--- src/verilog/irs_pkg.sv ---
// Constants, types and shared decoding for the instruction read-out sequencer.
// Assumes a single 40 MHz clock for everything that includes it.
package irs_pkg;

	localparam int IRS_CLOCK_NS = 25;
	localparam int IRS_CYCLE_NS = 4500;
	localparam int IRS_FAST_CYCLE_NS = 4000;
	localparam int IRS_CYCLE_CLKS = IRS_CYCLE_NS / IRS_CLOCK_NS;
	localparam int IRS_FAST_CYCLE_CLKS = IRS_FAST_CYCLE_NS / IRS_CLOCK_NS;
	localparam int IRS_PT_B_NS = 750;
	localparam int IRS_PT_D_NS = 2250;
	localparam int IRS_PT_E_NS = 3000;
	localparam int IRS_PT_B_CLKS = (IRS_PT_B_NS + IRS_CLOCK_NS - 1) / IRS_CLOCK_NS;
	localparam int IRS_PT_D_CLKS = (IRS_PT_D_NS + IRS_CLOCK_NS - 1) / IRS_CLOCK_NS;
	localparam int IRS_PT_E_CLKS = (IRS_PT_E_NS + IRS_CLOCK_NS - 1) / IRS_CLOCK_NS;
	localparam int IRS_CNT_W = 8;

	localparam logic [19:0] IRS_START_ADDR = 20'h0_0001;
	localparam logic [19:0] IRS_ADDR_RESET = 20'h0_0000;

	localparam int IRS_RING_W = 13;
	localparam int IRS_UNITS_STAGE = 5;
	localparam int IRS_LAST_STAGE = 12;
	localparam logic [12:0] IRS_RING_OFF = 13'h0000;
	localparam logic [12:0] IRS_RING_OP = 13'h0001;

	localparam int IRS_MARK_BIT = 7;
	localparam int IRS_C_BIT = 6;
	localparam logic [7:0] IRS_CHAR_RESET = 8'h00;
	localparam logic [3:0] IRS_DIGIT_MAX = 4'hA;

	typedef enum logic [1:0] {
		IRS_IDLE = 2'b00,
		IRS_READ = 2'b01,
		IRS_HALT = 2'b11
	} irs_state_t;

	// Odd parity over check, zone and numeric bits
	function automatic logic irs_parity_ok(input logic [7:0] ch);
		irs_parity_ok = ^ch[IRS_C_BIT:0];
	endfunction

endpackage

--- src/verilog/irs_sequencer.sv ---
// Instruction read-out sequencer: storage cycles, address update and character ring.
// Assumes storage presents the read character on b_channel by clock point D.
`timescale 1ns/10ps
module irs_sequencer
	import irs_pkg::*;
(
	input wire logic clock,
	input wire logic reset,
	input wire logic start_key,
	input wire logic program_reset,
	input wire logic last_execute_cycle,
	input wire logic manual_operation,
	input wire logic run_mode,
	input wire logic single_step,
	input wire logic fast_storage,
	input wire logic io_class_opcodes,
	input wire logic index_hold,
	input wire logic [7:0] b_channel,
	output logic [19:0] storage_address_reg,
	output logic [19:0] instruction_address_reg,
	output logic storage_read,
	output logic storage_regen,
	output logic stop_at_point_f,
	output logic addr_mod_plus_one,
	output logic [12:0] ring,
	output logic [7:0] a_register,
	output logic op_load,
	output logic [4:0] addr_digit_load,
	output logic addr_second,
	output logic [3:0] addr_digit,
	output logic io_unit_load,
	output logic [3:0] index_tag,
	output logic instruction_check,
	output logic address_check,
	output logic validity_check,
	output logic cpu_stop,
	output logic stop_latch,
	output logic branch_forcing,
	output logic process_routine,
	output logic final_readout_cycle,
	output logic i_phase_done
);

	irs_state_t state;
	irs_state_t next_state;
	logic start_q1, start_q2, start_q3;
	logic reset_q1, reset_q2;
	logic start_edge;
	logic point_a, point_b, point_d, point_e, point_f;
	logic [19:0] incr_addr;
	logic [19:0] mod_addr;
	logic [19:0] next_mod_addr;
	logic last_flag;
	logic next_last_flag;
	logic [7:0] asm_char;
	logic chars_ok;
	logic [3:0] stage;
	logic [2:0] pos;
	logic [19:0] next_storage_address_reg;
	logic [19:0] next_instruction_address_reg;
	logic next_storage_read;
	logic next_storage_regen;
	logic next_stop_at_point_f;
	logic next_addr_mod_plus_one;
	logic [12:0] next_ring;
	logic [7:0] next_a_register;
	logic next_op_load;
	logic [4:0] next_addr_digit_load;
	logic next_addr_second;
	logic [3:0] next_addr_digit;
	logic next_io_unit_load;
	logic [3:0] next_index_tag;
	logic next_instruction_check;
	logic next_address_check;
	logic next_validity_check;
	logic next_cpu_stop;
	logic next_stop_latch;
	logic next_branch_forcing;
	logic next_process_routine;
	logic next_final_readout_cycle;
	logic next_i_phase_done;

	irs_point_timer u_timer (
		.clock(clock),
		.reset(reset),
		.run(state == IRS_READ),
		.fast(fast_storage),
		.point_a(point_a),
		.point_b(point_b),
		.point_d(point_d),
		.point_e(point_e),
		.point_f(point_f)
	);

	irs_bcd_incr u_incr (
		.addr(storage_address_reg),
		.sum(incr_addr)
	);

	// Stage number of the one-hot ring
	always_comb begin
		stage = 4'h0;
		for (int k = 0; k < IRS_RING_W; k++) begin
			if (ring[k]) begin
				stage = 4'(k);
			end
		end
	end

	always_comb begin
		start_edge = start_q2 && !start_q3;
		// Assembly takes numerics, zones and word mark from the A channel
		asm_char = {a_register[IRS_MARK_BIT], ~^a_register[5:0], a_register[5:0]};
		chars_ok = irs_parity_ok(a_register) && irs_parity_ok(asm_char)
			&& (a_register[3:0] <= IRS_DIGIT_MAX);
		pos = (stage > 4'(IRS_UNITS_STAGE)) ? 3'(stage - 4'(IRS_UNITS_STAGE)) : 3'(stage);
	end

	always_comb begin
		next_state = state;
		next_mod_addr = mod_addr;
		next_last_flag = last_flag;
		next_storage_address_reg = storage_address_reg;
		next_instruction_address_reg = instruction_address_reg;
		next_storage_read = 1'b0;
		next_storage_regen = storage_regen;
		next_stop_at_point_f = (state == IRS_READ);
		next_addr_mod_plus_one = (state == IRS_READ);
		next_ring = ring;
		next_a_register = a_register;
		next_op_load = 1'b0;
		next_addr_digit_load = 5'h00;
		next_addr_second = addr_second;
		next_addr_digit = addr_digit;
		next_io_unit_load = 1'b0;
		next_index_tag = index_tag;
		next_instruction_check = instruction_check;
		next_address_check = address_check;
		next_validity_check = validity_check;
		next_cpu_stop = cpu_stop;
		next_stop_latch = stop_latch;
		next_branch_forcing = branch_forcing;
		next_process_routine = process_routine;
		next_final_readout_cycle = 1'b0;
		next_i_phase_done = 1'b0;
		if (manual_operation) begin
			next_process_routine = 1'b0;
		end
		case (state)
			IRS_IDLE: begin
				if (stop_latch && branch_forcing && start_edge) begin
					next_stop_latch = 1'b0;
					next_process_routine = 1'b1;
					next_state = IRS_READ;
					next_ring = IRS_RING_OP;
				end else if (start_edge && !process_routine && (run_mode || single_step)) begin
					next_process_routine = 1'b1;
					next_state = IRS_READ;
					next_ring = IRS_RING_OP;
				end else if (last_execute_cycle && !stop_latch) begin
					next_state = IRS_READ;
					next_ring = IRS_RING_OP;
				end
			end
			IRS_READ: begin
				if (point_a) begin
					// Forced start address blocks the instruction address path
					next_storage_address_reg = branch_forcing ? IRS_START_ADDR : instruction_address_reg;
					next_branch_forcing = 1'b0;
					next_storage_read = 1'b1;
					next_last_flag = 1'b0;
				end
				if (point_b) begin
					next_mod_addr = incr_addr;
				end
				if (point_d) begin
					next_a_register = b_channel;
					next_storage_regen = 1'b1;
				end
				if (point_e) begin
					if (ring[0]) begin
						if (!a_register[IRS_MARK_BIT]) begin
							next_instruction_check = 1'b1;
							next_cpu_stop = 1'b1;
							next_state = IRS_HALT;
						end else begin
							next_op_load = 1'b1;
						end
					end else if (a_register[IRS_MARK_BIT]) begin
						next_last_flag = 1'b1;
						next_final_readout_cycle = 1'b1;
					end else if (!chars_ok) begin
						next_validity_check = 1'b1;
						next_cpu_stop = 1'b1;
						next_state = IRS_HALT;
					end else if (stage <= 4'(2 * IRS_UNITS_STAGE)) begin
						if ((pos == 3'd3) || (pos == 3'd4)) begin
							next_index_tag[2*(pos - 3'd3) +: 2] = a_register[5:4];
						end else if (a_register[5:4] != 2'b00) begin
							next_address_check = 1'b1;
							next_cpu_stop = 1'b1;
							next_state = IRS_HALT;
						end
						if (pos == 3'd1) begin
							next_index_tag = 4'h0;
						end
						next_addr_digit = a_register[3:0];
						next_addr_second = (stage > 4'(IRS_UNITS_STAGE));
						if ((stage == 4'(IRS_UNITS_STAGE)) && io_class_opcodes) begin
							next_io_unit_load = 1'b1;
						end else begin
							next_addr_digit_load = 5'h01 << (3'd5 - pos);
						end
					end
				end
				if (point_f && (next_state == IRS_READ)) begin
					next_storage_regen = 1'b0;
					if (last_flag) begin
						// Word-marked character is the next op code; reread it
						next_instruction_address_reg = storage_address_reg;
						next_ring = IRS_RING_OFF;
						next_i_phase_done = 1'b1;
						next_state = IRS_IDLE;
					end else begin
						next_instruction_address_reg = mod_addr;
						if (!index_hold && !ring[IRS_LAST_STAGE]) begin
							next_ring = {ring[IRS_RING_W-2:0], 1'b0};
						end
					end
				end
			end
			IRS_HALT: begin
				next_storage_regen = 1'b0;
				next_ring = IRS_RING_OFF;
			end
			default: begin
				next_state = IRS_IDLE;
			end
		endcase
		if (reset_q2) begin
			next_state = IRS_IDLE;
			next_stop_latch = 1'b1;
			next_branch_forcing = 1'b1;
			next_process_routine = 1'b0;
			next_instruction_check = 1'b0;
			next_address_check = 1'b0;
			next_validity_check = 1'b0;
			next_cpu_stop = 1'b0;
			next_ring = IRS_RING_OFF;
			next_storage_regen = 1'b0;
		end
	end

	always_ff @(posedge clock or posedge reset) begin
		if (reset) begin
			state <= IRS_IDLE;
			start_q1 <= 1'b0;
			start_q2 <= 1'b0;
			start_q3 <= 1'b0;
			reset_q1 <= 1'b0;
			reset_q2 <= 1'b0;
			mod_addr <= IRS_ADDR_RESET;
			last_flag <= 1'b0;
			storage_address_reg <= IRS_ADDR_RESET;
			instruction_address_reg <= IRS_ADDR_RESET;
			storage_read <= 1'b0;
			storage_regen <= 1'b0;
			stop_at_point_f <= 1'b0;
			addr_mod_plus_one <= 1'b0;
			ring <= IRS_RING_OFF;
			a_register <= IRS_CHAR_RESET;
			op_load <= 1'b0;
			addr_digit_load <= 5'h00;
			addr_second <= 1'b0;
			addr_digit <= 4'h0;
			io_unit_load <= 1'b0;
			index_tag <= 4'h0;
			instruction_check <= 1'b0;
			address_check <= 1'b0;
			validity_check <= 1'b0;
			cpu_stop <= 1'b0;
			stop_latch <= 1'b1;
			branch_forcing <= 1'b1;
			process_routine <= 1'b0;
			final_readout_cycle <= 1'b0;
			i_phase_done <= 1'b0;
		end else begin
			state <= next_state;
			start_q1 <= start_key;
			start_q2 <= start_q1;
			start_q3 <= start_q2;
			reset_q1 <= program_reset;
			reset_q2 <= reset_q1;
			mod_addr <= next_mod_addr;
			last_flag <= next_last_flag;
			storage_address_reg <= next_storage_address_reg;
			instruction_address_reg <= next_instruction_address_reg;
			storage_read <= next_storage_read;
			storage_regen <= next_storage_regen;
			stop_at_point_f <= next_stop_at_point_f;
			addr_mod_plus_one <= next_addr_mod_plus_one;
			ring <= next_ring;
			a_register <= next_a_register;
			op_load <= next_op_load;
			addr_digit_load <= next_addr_digit_load;
			addr_second <= next_addr_second;
			addr_digit <= next_addr_digit;
			io_unit_load <= next_io_unit_load;
			index_tag <= next_index_tag;
			instruction_check <= next_instruction_check;
			address_check <= next_address_check;
			validity_check <= next_validity_check;
			cpu_stop <= next_cpu_stop;
			stop_latch <= next_stop_latch;
			branch_forcing <= next_branch_forcing;
			process_routine <= next_process_routine;
			final_readout_cycle <= next_final_readout_cycle;
			i_phase_done <= next_i_phase_done;
		end
	end

endmodule

--- src/verilog/irs_point_timer.sv ---
// Storage cycle timer producing clock point pulses A, B, D, E and F.
// Assumes run stays high for the whole read-out phase.
`timescale 1ns/10ps
module irs_point_timer
	import irs_pkg::*;
(
	input wire logic clock,
	input wire logic reset,
	input wire logic run,
	input wire logic fast,
	output logic point_a,
	output logic point_b,
	output logic point_d,
	output logic point_e,
	output logic point_f
);

	logic [IRS_CNT_W-1:0] count;
	logic [IRS_CNT_W-1:0] next_count;
	logic [IRS_CNT_W-1:0] last;

	always_comb begin
		last = fast ? IRS_CNT_W'(IRS_FAST_CYCLE_CLKS - 1) : IRS_CNT_W'(IRS_CYCLE_CLKS - 1);
		point_a = run && (count == '0);
		point_b = run && (count == IRS_CNT_W'(IRS_PT_B_CLKS));
		point_d = run && (count == IRS_CNT_W'(IRS_PT_D_CLKS));
		point_e = run && (count == IRS_CNT_W'(IRS_PT_E_CLKS));
		point_f = run && (count == last);
		if (!run || point_f) begin
			next_count = '0;
		end else begin
			next_count = count + IRS_CNT_W'(1);
		end
	end

	always_ff @(posedge clock or posedge reset) begin
		if (reset) begin
			count <= '0;
		end else begin
			count <= next_count;
		end
	end

endmodule

--- src/verilog/irs_bcd_incr.sv ---
// Five-digit decimal plus-one modifier for storage addresses.
// Assumes digits are plain BCD, 0 to 9.
`timescale 1ns/10ps
module irs_bcd_incr
	import irs_pkg::*;
(
	input wire logic [19:0] addr,
	output logic [19:0] sum
);

	logic [5:0] carry;

	assign carry[0] = 1'b1;

	genvar i;
	generate
		for (i = 0; i < 5; i++) begin : g_digit
			always_comb begin
				if (carry[i] && (addr[4*i +: 4] == 4'h9)) begin
					sum[4*i +: 4] = 4'h0;
					carry[i+1] = 1'b1;
				end else begin
					sum[4*i +: 4] = addr[4*i +: 4] + {3'h0, carry[i]};
					carry[i+1] = 1'b0;
				end
			end
		end
	endgenerate

endmodule

--- config.mk ---
export PLATFORM = sky130hd
export DESIGN_NAME = irs_sequencer
export DESIGN_NICKNAME = d
export VERILOG_FILES = /design/src/verilog/irs_pkg.sv /design/src/verilog/irs_sequencer.sv /design/src/verilog/irs_point_timer.sv /design/src/verilog/irs_bcd_incr.sv
export SDC_FILE = /design/constraint.sdc
export NUM_CORES = 1
export LEC_CHECK = 0
export BUFFER_PORTS_ARGS = -buffer_cell sky130_fd_sc_hd__buf_2
export CAP_MARGIN = 20
export CORE_UTILIZATION = 50
export CTS_CLUSTER_DIAMETER = 200
export DETAILED_ROUTE_END_ITERATION = 8
export GPL_TIMING_DRIVEN = 0
export PLACE_DENSITY = 0.75
export SYNTH_ARGS = -nofsm -noshare
export SYNTH_HDL_FRONTEND = slang
export SYNTH_SLANG_ARGS = --single-unit
--- constraint.sdc ---
create_clock -name clock -period 4.9 [get_ports clock]
set_input_delay 0.98 -clock clock [delete_from_list [all_inputs] [get_ports clock]]
set_output_delay 0.98 -clock clock [all_outputs]
set_load 0.01 [all_outputs]
# [After elaboration in Yosys (flattened, before gate mapping)]
# Cells that the tools add are included.
[word_totals] reg_bits=125 inputBits=19 out_inout_bits=90 wordCells=263
[op_classes] addsub=10 magnitude_cmp=3 n_eq_ne=28 shift=3 n_mux=124 bitwise_logic=2 reduce_logical=62
[op_table] cell="$mux 13" n=7
[op_table] cell="$mux 4" n=18
[op_table] cell="$mux 1" n=68
[op_table] cell="$mux 20" n=2
[op_table] cell="$pmux 13 s3" n=1
[op_table] cell="$mux 5" n=7
[op_table] cell="$neg 32->34" n=1
[op_table] cell="$shift 2x34->4 const A" n=1
[op_table] cell="$shiftx 2x34->4" n=1
[op_table] cell="$mux 2" n=15
[op_table] cell="$reduce_bool 2->1" n=11
[op_table] cell="$eq 4x4->1 const B" n=5
[op_table] cell="$logic_and 1x1->1" n=20
[op_table] cell="$add 4x1->4" n=4
[op_table] cell="$eq 8x7->1 const B" n=2
[op_table] cell="$ne 4x3->1 const B" n=4
[op_table] cell="$reduce_and 2->1" n=8
[op_table] cell="$reduce_xor 7->1" n=2
[op_table] cell="$reduce_and 6->1" n=2
[op_table] cell="$add 8x1->8 const B" n=1
[op_table] cell="$eq 8x5->1 const B" n=1
[op_table] cell="$eq 8x8->1" n=1
[op_table] cell="$le 4x4->1 const B" n=2
[op_table] cell="$logic_not 8->1" n=1
[op_table] cell="34 further kinds" n=47

# [Depth between registers and ports, before layout]
# Gate-level depths: netlist of the first run.
[logic_depth] depth_word=28 mapped_depth=23 ltp_nobuf=22

# [Modules after synthesis]
# From an unflattened synthesis of the first run, not the netlist that was laid out.
[hier_totals] cells_unflattened=614 area_unflattened_um2=6800.3
[modules_own_cells] module="irs_sequencer" n_inst=1 cells_per_inst=503 area_per_inst_um2=5773.0 seq_area_each_um2=2930.3
[modules_own_cells] module="irs_point_timer" n_inst=1 cells_per_inst=54 area_per_inst_um2=573.0 seq_area_each_um2=200.2
[modules_own_cells] module="irs_bcd_incr" n_inst=1 cells_per_inst=57 area_per_inst_um2=454.2 seq_area_each_um2=0.0

# [Worst setup path before layout of the first run]
# Ideal clock, no wire load.
[synth_path] path_type="register to register" startpoint="register ring[4]" endpoint="register index_tag[2]" setup_time_ps=129 arrival_ps=4330 required_time_ps=4771 setup_slack_ps=441 path_stages_with_launch=22 n_path_buf=1 synth_period_minus_slack_ps=4459 cell_sequence="dfrtp_1 > nor2_1 > o21ai_0 > a211oi_1 > nor3_1 > or2_2 > ha_1 > buf_6 > nor2_1 > a21oi_1 > and2_1 > mux2_4 > inv_2 > ha_1 > inv_1 > xnor2_1 > or3_1 > ha_1 > nand2b_1 > or4_1 > o211ai_1 > nand3_1"
[synth_via] elab_chain_len=17 word_cells_on_any_way=26 cone_classes="3 x add/sub; 2 x order compare; 3 x eq/ne; 2 x shift; 13 x mux; 3 x reduce/logical"
[synth_rtl] element="start: declaration" line_no="irs_sequencer.sv:25" rtl="output logic [12:0] ring,"
[synth_rtl] element="start signal: assignment" line_no="irs_sequencer.sv:302" rtl="ring <= next_ring;"
[synth_rtl] element="$mux 4 * (9 in series)" line_no="irs_sequencer.sv:104" rtl="if (ring[k]) begin"
[synth_rtl] element="$gt 4x3->1 or $sub 3x3->3 (tied branches)" line_no="irs_sequencer.sv:116" rtl="pos = (stage > 4'(IRS_UNITS_STAGE)) ? 3'(stage - 4'(IRS_UNITS_STAGE)) : 3'(stage);"
[synth_rtl] element="$mux 3" line_no="irs_sequencer.sv:116"
[synth_rtl] element="$sub 3x2->4" line_no="irs_sequencer.sv:198" rtl="next_index_tag[2*(pos - 3'd3) +: 2] = a_register[5:4];"
[synth_rtl] element="$neg 32->34" line_no="irs_sequencer.sv:198"
[synth_rtl] element="$shiftx 2x34->4 or $shift 2x34->4 (tied branches)" line_no="irs_sequencer.sv:198"
[synth_rtl] element="$bwmux 4" line_no="irs_sequencer.sv:198"
[synth_rtl] element="$mux 4" line_no="irs_sequencer.sv:197" rtl="if ((pos == 3'd3) || (pos == 3'd4)) begin"
[synth_rtl] element="$mux 4" line_no="irs_sequencer.sv:204" rtl="if (pos == 3'd1) begin"
[synth_rtl] element="end signal: assignment" line_no="irs_sequencer.sv:309" rtl="index_tag <= next_index_tag;"
[synth_rtl] element="end: declaration" line_no="irs_sequencer.sv:32" rtl="output logic [3:0] index_tag,"
# Every way passes the cells marked *; elsewhere a longest branch is shown, timed or not. The select of a mux whose other input is x is not followed.
# A chain may end at the register's enable or synchronous reset.

# [Final worst setup path of the first run]
[layout_path] startpoint="register ring[11]" endpoint="register index_tag[2]"
[layout_via] elab_chain_len=10 word_cells_on_any_way=19 cone_classes="3 x add/sub; 2 x order compare; 3 x eq/ne; 2 x shift; 6 x mux; 3 x reduce/logical"
[layout_rtl] element="$mux 4 * (2 in series)" line_no="irs_sequencer.sv:104"
[layout_rtl] element="$gt 4x3->1 or $sub 3x3->3 (tied branches)" line_no="irs_sequencer.sv:116"
[layout_rtl] element="$mux 3" line_no="irs_sequencer.sv:116"
[layout_rtl] element="$sub 3x2->4" line_no="irs_sequencer.sv:198"
[layout_rtl] element="$neg 32->34" line_no="irs_sequencer.sv:198"
[layout_rtl] element="$shiftx 2x34->4 or $shift 2x34->4 (tied branches)" line_no="irs_sequencer.sv:198"
[layout_rtl] element="$bwmux 4" line_no="irs_sequencer.sv:198"
[layout_rtl] element="$mux 4" line_no="irs_sequencer.sv:197"
[layout_rtl] element="$mux 4" line_no="irs_sequencer.sv:204"
# Marks and branches as above.

==> results of run 1 <==
[path summary, 6_finish.rpt]
kind	startpoint	to	slack (ps)	depth (start not counted)
max	ring[11]	index_tag[2]	230	20
min	reset_q1	reset_q2	360	0
max reg2reg	ring[11]	index_tag[2]	230	20
min reg2reg	reset_q1	reset_q2	360	0
max in group asynchronous	reset	stop_latch	3610	3
min in group asynchronous	reset	a_register[4]	520	2
[timing repair]
action,4_1_cts,5_1_grt
setup endpoints to repair,4,4
pin swaps,0,2
gates resized for setup,1,14
setup buffers,0,1
endpoints found under the hold margin,0,0
[worst reg2reg max path: stages (launching register included)]
cell and delay (ps):
dfrtp_1 470, or3_1 420, o22ai_2 220, nor2_1 90, inv_1 110, ha_1 170
buf_6 150, nor2_4 50, a21oi_1 170, and2_2 230, nor2_1 70, a21oi_2 260
ha_4 230, inv_1 100, xnor2_1 150, or3_1 350, ha_1 310, nand2b_1 160
or4_1 550, o211ai_1 190, nand3_1 90
[power breakdown]
| group | switching (uW) | total (uW) | internal (uW) |
|---|---|---|---|
| Combinational | 291 | 445 | 154 |
| Sequential | 45.6 | 1120 | 1080 |
| Clock | 461 | 1420 | 955 |
[per-layer routing]
layer  vias to the layer above  part of all wire  global-route usage
met1                      2650              0.43               0.311
met2                       164              0.50               0.426
met4                         0             0.026               0.108
met3                        33             0.053              0.0638
li1                       2499                 -                   -
met5                         -                 0                   0
[cell usage in the layout, fill, tap and decap left out, types with 4 or more instances in the layout]
cell type	count
xor2_1	6
clkbuf_1	26
bufinv_16	5
or3_1	6
nor4_1	6
nand2b_1	23
nand3_1	16
inv_1	32
a21oi_1	32
a32oi_1	4
nand4_1	5
nor3_1	6
ha_1	30
clkbuf_16	17
nand2_1	60
a22o_1	21
nor2_1	65
mux2_2	11
o21ai_0	33
o211ai_1	4
o21ai_1	5
clkbuf_8	4
buf_4	4
nand4b_1	4
mux2i_1	21
xnor2_1	12
dfrtp_1	121
buf_2	110
o31ai_1	6
nor2b_1	5
[layout make-up]
| class | count | area (sq um) | share of cell area |
|---|---|---|---|
| clock inverter | 10 | 184 | 0.0233 |
| multi-input combinational | 443 | 3000 | 0.380 |
| clock buffer | 22 | 484 | 0.0614 |
| timing repair buffer | 110 | 576 | 0.0729 |
| tap | 168 | 210 | 0.0266 |
| buffer | 33 | 160 | 0.0203 |
| inverter | 36 | 143 | 0.0181 |
| sequential | 125 | 3130 | 0.397 |
[stage by stage]
stage	worst slack [ps]	hold WS (ps)
after global placement	-681	333
final	232	359
after detailed placement	38.2	349
after global routing	-3.56	369
after floorplan	441	331
after CTS	7.99	361
[kinds of logic after synthesis]
| group | after synthesis | synth area share |
|---|---|---|
| and+or+nand+nor | 229 | 0.186 |
| AOI/OAI and AO/OA | 132 | 0.136 |
| DFF | 125 | 0.491 |
| buffers and inverters | 69 | 0.0463 |
| muxes | 33 | 0.0548 |
| adders and majority gates | 31 | 0.0609 |
| xor gates and xnor gates | 18 | 0.0247 |
==> reports/results.ini, run 1 <==
[status]
status=completed

[cts]
clk_pin_slew_ps=50
clock_sinks=125
root_buffer=clkbuf_16
cts_htree_levels=4
hold_buffers=0
cts_buffers=17
insertion_delay_ps=430
cts_tree=yes
clockBufferDepth=2

[yosys]
synth.most_common_cell=dfrtp_1
postSynthAreaPerCell_sq_um=10.0
yosysUniqueCellTypes=61
synth-seq-cells=125
synth_cells=637
syn_nets=687
synth_common_cells=dfrtp_1, nor2_1, nand2_1
ys.flop_type=dfrtp_1
yosysWarningCount=0
ys_seq_area_frac=0.491
async_flop_share=1.00
netlist_top_cells_area=dfrtp_1, ha_1, nor2_1
synth_top_area_share=0.483
syn-cell-area_sq_um=6370
synth_edf_count=0
yosysTopAreaCell=dfrtp_1

[worst_setup_path]
path_max_fanout=9
cp-end-kind=flop
path_buf_inv=3
path_cells=or3_1 > o22ai_2 > nor2_1 > inv_1 > ha_1 > buf_6 > nor2_4 > a21oi_1 > and2_2 > nor2_1 > a21oi_2 > ha_4 > inv_1 > xnor2_1 > or3_1 > ha_1 > nand2b_1 > or4_1 > o211ai_1 > nand3_1
crit_path_max_incr_delay_ps=550
cp_data_arrival_time_ps=4960
required_ps=5200
critical_path.slowest_cell=or4_1
critPathKind=flop to flop
path_delay_family=simple AND/OR/NAND/NOR gates
cp-start-kind=flop

[timing]
post-route-min-period_ps=4670
fin_setup_tns_ps=0
report.final.slew_viol_count=0
setup_viol=0
tightestPinTransition_ps=788
slew_headroom=0.475
min_period_over_period=0.953
hold_violations=0
skew_ps=10.8
max_freq_mhz=214

[placement]
post_dp_cell_area_sq_um=7160
gp_congestion=0.857
place_inst=914
place_hpwl_mm=11.2
port-buffer-count=108

[cells_and_area]
fin_cells=947
area_growth_pct=23.8
diodes=0
final_util=0.646
filler_cell_count=987
post-route-cell-area_sq_um=7890
drive_above_1_share=0.243
final_nets=816

[min_path]
hold_path_class=flop to flop

[routing]
first_iter_violations=402
vias=5346
first_pass_iters=5
wl_per_cell_microns=16.9
drc=0
wl_mm=16.0
viasPerCell=5.65
ant_nets=0

[global_routing]
antenna_found_initial=0
grt_max_degree=97
first_global_vias=5176
grt_overflow_total=0
grt_pass1_wl_mm=25.7
grt_usage=0.254

[pwr]
power_density_nw_per_um2=378
p_leak_uw=0.00386
total_power_uw=2980
ir_drop_mv=0.211

[die]
core_sq_um=12200
rows=40
die_w_microns=115
die_area_sq_um=13200
start_util=0.522
io-pin-count=109
chipHeight_microns=115

[run]
drv_cap=0

(Power assumes the default switching activity.)
==> run 2: changes to the inputs <==
Settings changed: CORE_ASPECT_RATIO set to 0.5, CORE_UTILIZATION 50 to 45, PLACE_DENSITY 0.75 to 0.69.
==> run 2 against run 1 <==
Net effect:
- sequential share of layout area is 0.098 points higher
- worst setup slack better by 17 ps
- via count is 2.7% lower
- critical path type unchanged
- largest power group unchanged
==> reports/results.ini, run 2 (synthesis results as in run 1) <==
[status]
status=completed  ; unchanged

[timing]
max_freq_mhz=215  ; was 214 MHz
tightestPinTransition_ps=772  ; was 788 ps
min_period_over_period=0.949  ; was 0.953
report.final.slew_viol_count=0  ; unchanged
slew_headroom=0.485  ; was 0.475
fin_setup_tns_ps=0  ; unchanged
skew_ps=7.48  ; was 10.8 ps
setup_viol=0  ; unchanged
hold_violations=0  ; unchanged
post-route-min-period_ps=4650  ; was 4670 ps

[placement]
place_hpwl_mm=10.8  ; was 11.2 mm
port-buffer-count=108  ; unchanged
gp_congestion=0.830  ; was 0.857
post_dp_cell_area_sq_um=7190  ; was 7160 sq um
place_inst=938  ; was 914

[die]
core_sq_um=13700  ; was 12,200 sq um
die_area_sq_um=14700  ; was 13,200 sq um
io-pin-count=109  ; unchanged
die_w_microns=170  ; was 115 microns
chipHeight_microns=86.2  ; was 115 microns
rows=30  ; was 40
start_util=0.465  ; was 0.522

[global_routing]
grt_pass1_wl_mm=25.3  ; was 25.7 mm
first_global_vias=4923  ; was 5,176
grt_max_degree=79  ; was 97
grt_overflow_total=0  ; unchanged
antenna_found_initial=0  ; unchanged
grt_usage=0.223  ; was 0.254

[worst_setup_path]
path_cells=or3_1 > o22ai_2 > nor2_1 > buf_4 > ha_1 > nor2_4 > a21oi_2 > and2_4 > mux2_4 > inv_4 > ha_4 > inv_1 > xnor2_1 > or3_1 > ha_1 > nand2_1 > nor4_2 > nand2_1 > or4_4 > o211ai_2  ; was or3_1 > o22ai_2 > nor2_1 > inv_1 > ha_1 > buf_6 > nor2_4 > a21oi_1 > and2_2 > nor2_1 > a21oi_2 > ha_4 > inv_1 > xnor2_1 > or3_1 > ha_1 > nand2b_1 > or4_1 > o211ai_1 > nand3_1
r2r-start=ring[11]  ; unchanged
crit_path_start=ring[11]  ; unchanged
cp-start-kind=flop  ; unchanged
critical_path.slowest_cell=dfrtp_2  ; was or4_1
crit_path_max_incr_delay_ps=470  ; was 550 ps
cp_data_arrival_time_ps=4980  ; was 4960 ps
required_ps=5230  ; was 5200 ps
cp-end-kind=flop  ; unchanged
reg2reg_to=index_tag[1]  ; was index_tag[2]
path_max_fanout=8  ; was 9
r2r_cells=20  ; unchanged
critPathKind=flop to flop  ; unchanged
reg2reg_slack_ps=250  ; was 230 ps

[pwr]
power_density_nw_per_um2=362  ; was 378 nW/um^2
p_leak_uw=0.00384  ; was 0.00386 uW
ir_drop_mv=0.222  ; was 0.211 mV

[cells_and_area]
final_cell_mix=dfrtp_1, buf_2, nor2_1  ; unchanged
fin_cells=974  ; was 947
final_nets=819  ; was 816
diodes=0  ; unchanged
area_growth_pct=23.6  ; was 23.8%
final_common_cell=dfrtp_1  ; unchanged
drive_above_1_share=0.247  ; was 0.243
post-route-cell-area_sq_um=7880  ; was 7890 sq um
final_util=0.575  ; was 0.646

[cts]
hold_buffers=0  ; unchanged
clockBufferDepth=2  ; unchanged
clock_sinks=125  ; unchanged
cts_tree=yes  ; unchanged
cts_buffers=17  ; unchanged
root_buffer=clkbuf_16  ; unchanged
cts_htree_levels=4  ; unchanged
clk_pin_slew_ps=60  ; was 50 ps
insertion_delay_ps=410  ; was 430 ps

[routing]
ant_nets=0  ; unchanged
first_iter_violations=356  ; was 402
viasPerCell=5.34  ; was 5.65
first_pass_iters=5  ; unchanged
wl_mm=15.6  ; was 16.0 mm
drc=0  ; unchanged
wl_per_cell_microns=16.0  ; was 16.9 microns
vias=5199  ; was 5,346

[min_path]
hold_depth=0  ; unchanged
min_from=start_q1  ; was reset_q1
holdPathEnd=start_q2  ; was reset_q2
hold_path_class=flop to flop  ; unchanged

[run]
drv_cap=0  ; unchanged

## run 2: cell types whose count changed in the layout (fill, tap and decap cells not counted), moves of 2 or more
| cell | previous run | this run |
|---|---|---|
| buf_4 | 4 | 7 |
| bufinv_16 | 5 | 2 |
| clkinv_4 | 1 | 3 |
| inv_6 | 1 | 3 |
## run 2: per-layer routing
metal  GRT usage  share of wire  vias up
met5           0              0        -
met2       0.359           0.47      127
met1       0.302           0.47     2540
met4      0.0704          0.015        0
met3      0.0494          0.042       25
li1            -              -     2507
## run 2: repair_timing
| action | CTS | global route |
|---|---|---|
| gates resized for setup | 2 | 13 |
| setup buffers | 0 | 4 |
| pin swaps | 0 | 4 |
| gates cloned | 0 | 0 |
| setup endpoints to repair | 4 | 4 |
## run 2: power breakdown
part / switching, uW / internal [uW]
Sequential: 42.1 / 1080
Combinational: 299 / 153
Clock: 488 / 793
## run 2: how the worst max path moves through the flow
| stage | slack (ps) | end | depth (start not counted) |
|---|---|---|---|
| 2_1_floorplan | 440 | index_tag[2] | 21 |
| 3_5_place_dp | -20 | index_tag[1] | 22 |
| 3_3_place_gp | -830 | storage_address_reg[10] | 2 |
| 4_1_cts | 50 | index_tag[1] | 21 |
| 6_report | 250 | index_tag[1] | 20 |
| 5_1_grt | -20 | index_tag[1] | 20 |
## run 2: layout make-up
cell class              instances  area, sq um
fillers                      1173         5830
clock buffers                  20          467
well taps                     192          240
flip-flops and latches        125         3130
repair buffers                113          598
multi-input cells             443         3000
inverters                      36          143
plain buffers                  33          160
clock inverters                12          136
## run 2: metrics by stage
stage,hold WS [ps],power [uW],worst slack [ps]
2_1_floorplan,331,1430,441
3_3_place_gp,336,1570,-834
3_5_place_dp,344,1580,-17.1
4_1_cts,357,2860,46.0
5_1_grt,363,2970,-21.0
6_report,353,2850,249
## run 2: worst max-delay path, delay by kind of cell (launching register included)
| family | cells | cell delay, ps |
|---|---|---|
| xor+xnor | 1 | 130 |
| compound gates | 3 | 520 |
| mux | 1 | 310 |
| flops | 1 | 470 |
| simple gates | 9 | 2060 |
| buf+inv | 3 | 350 |
| fa+ha+maj | 3 | 740 |
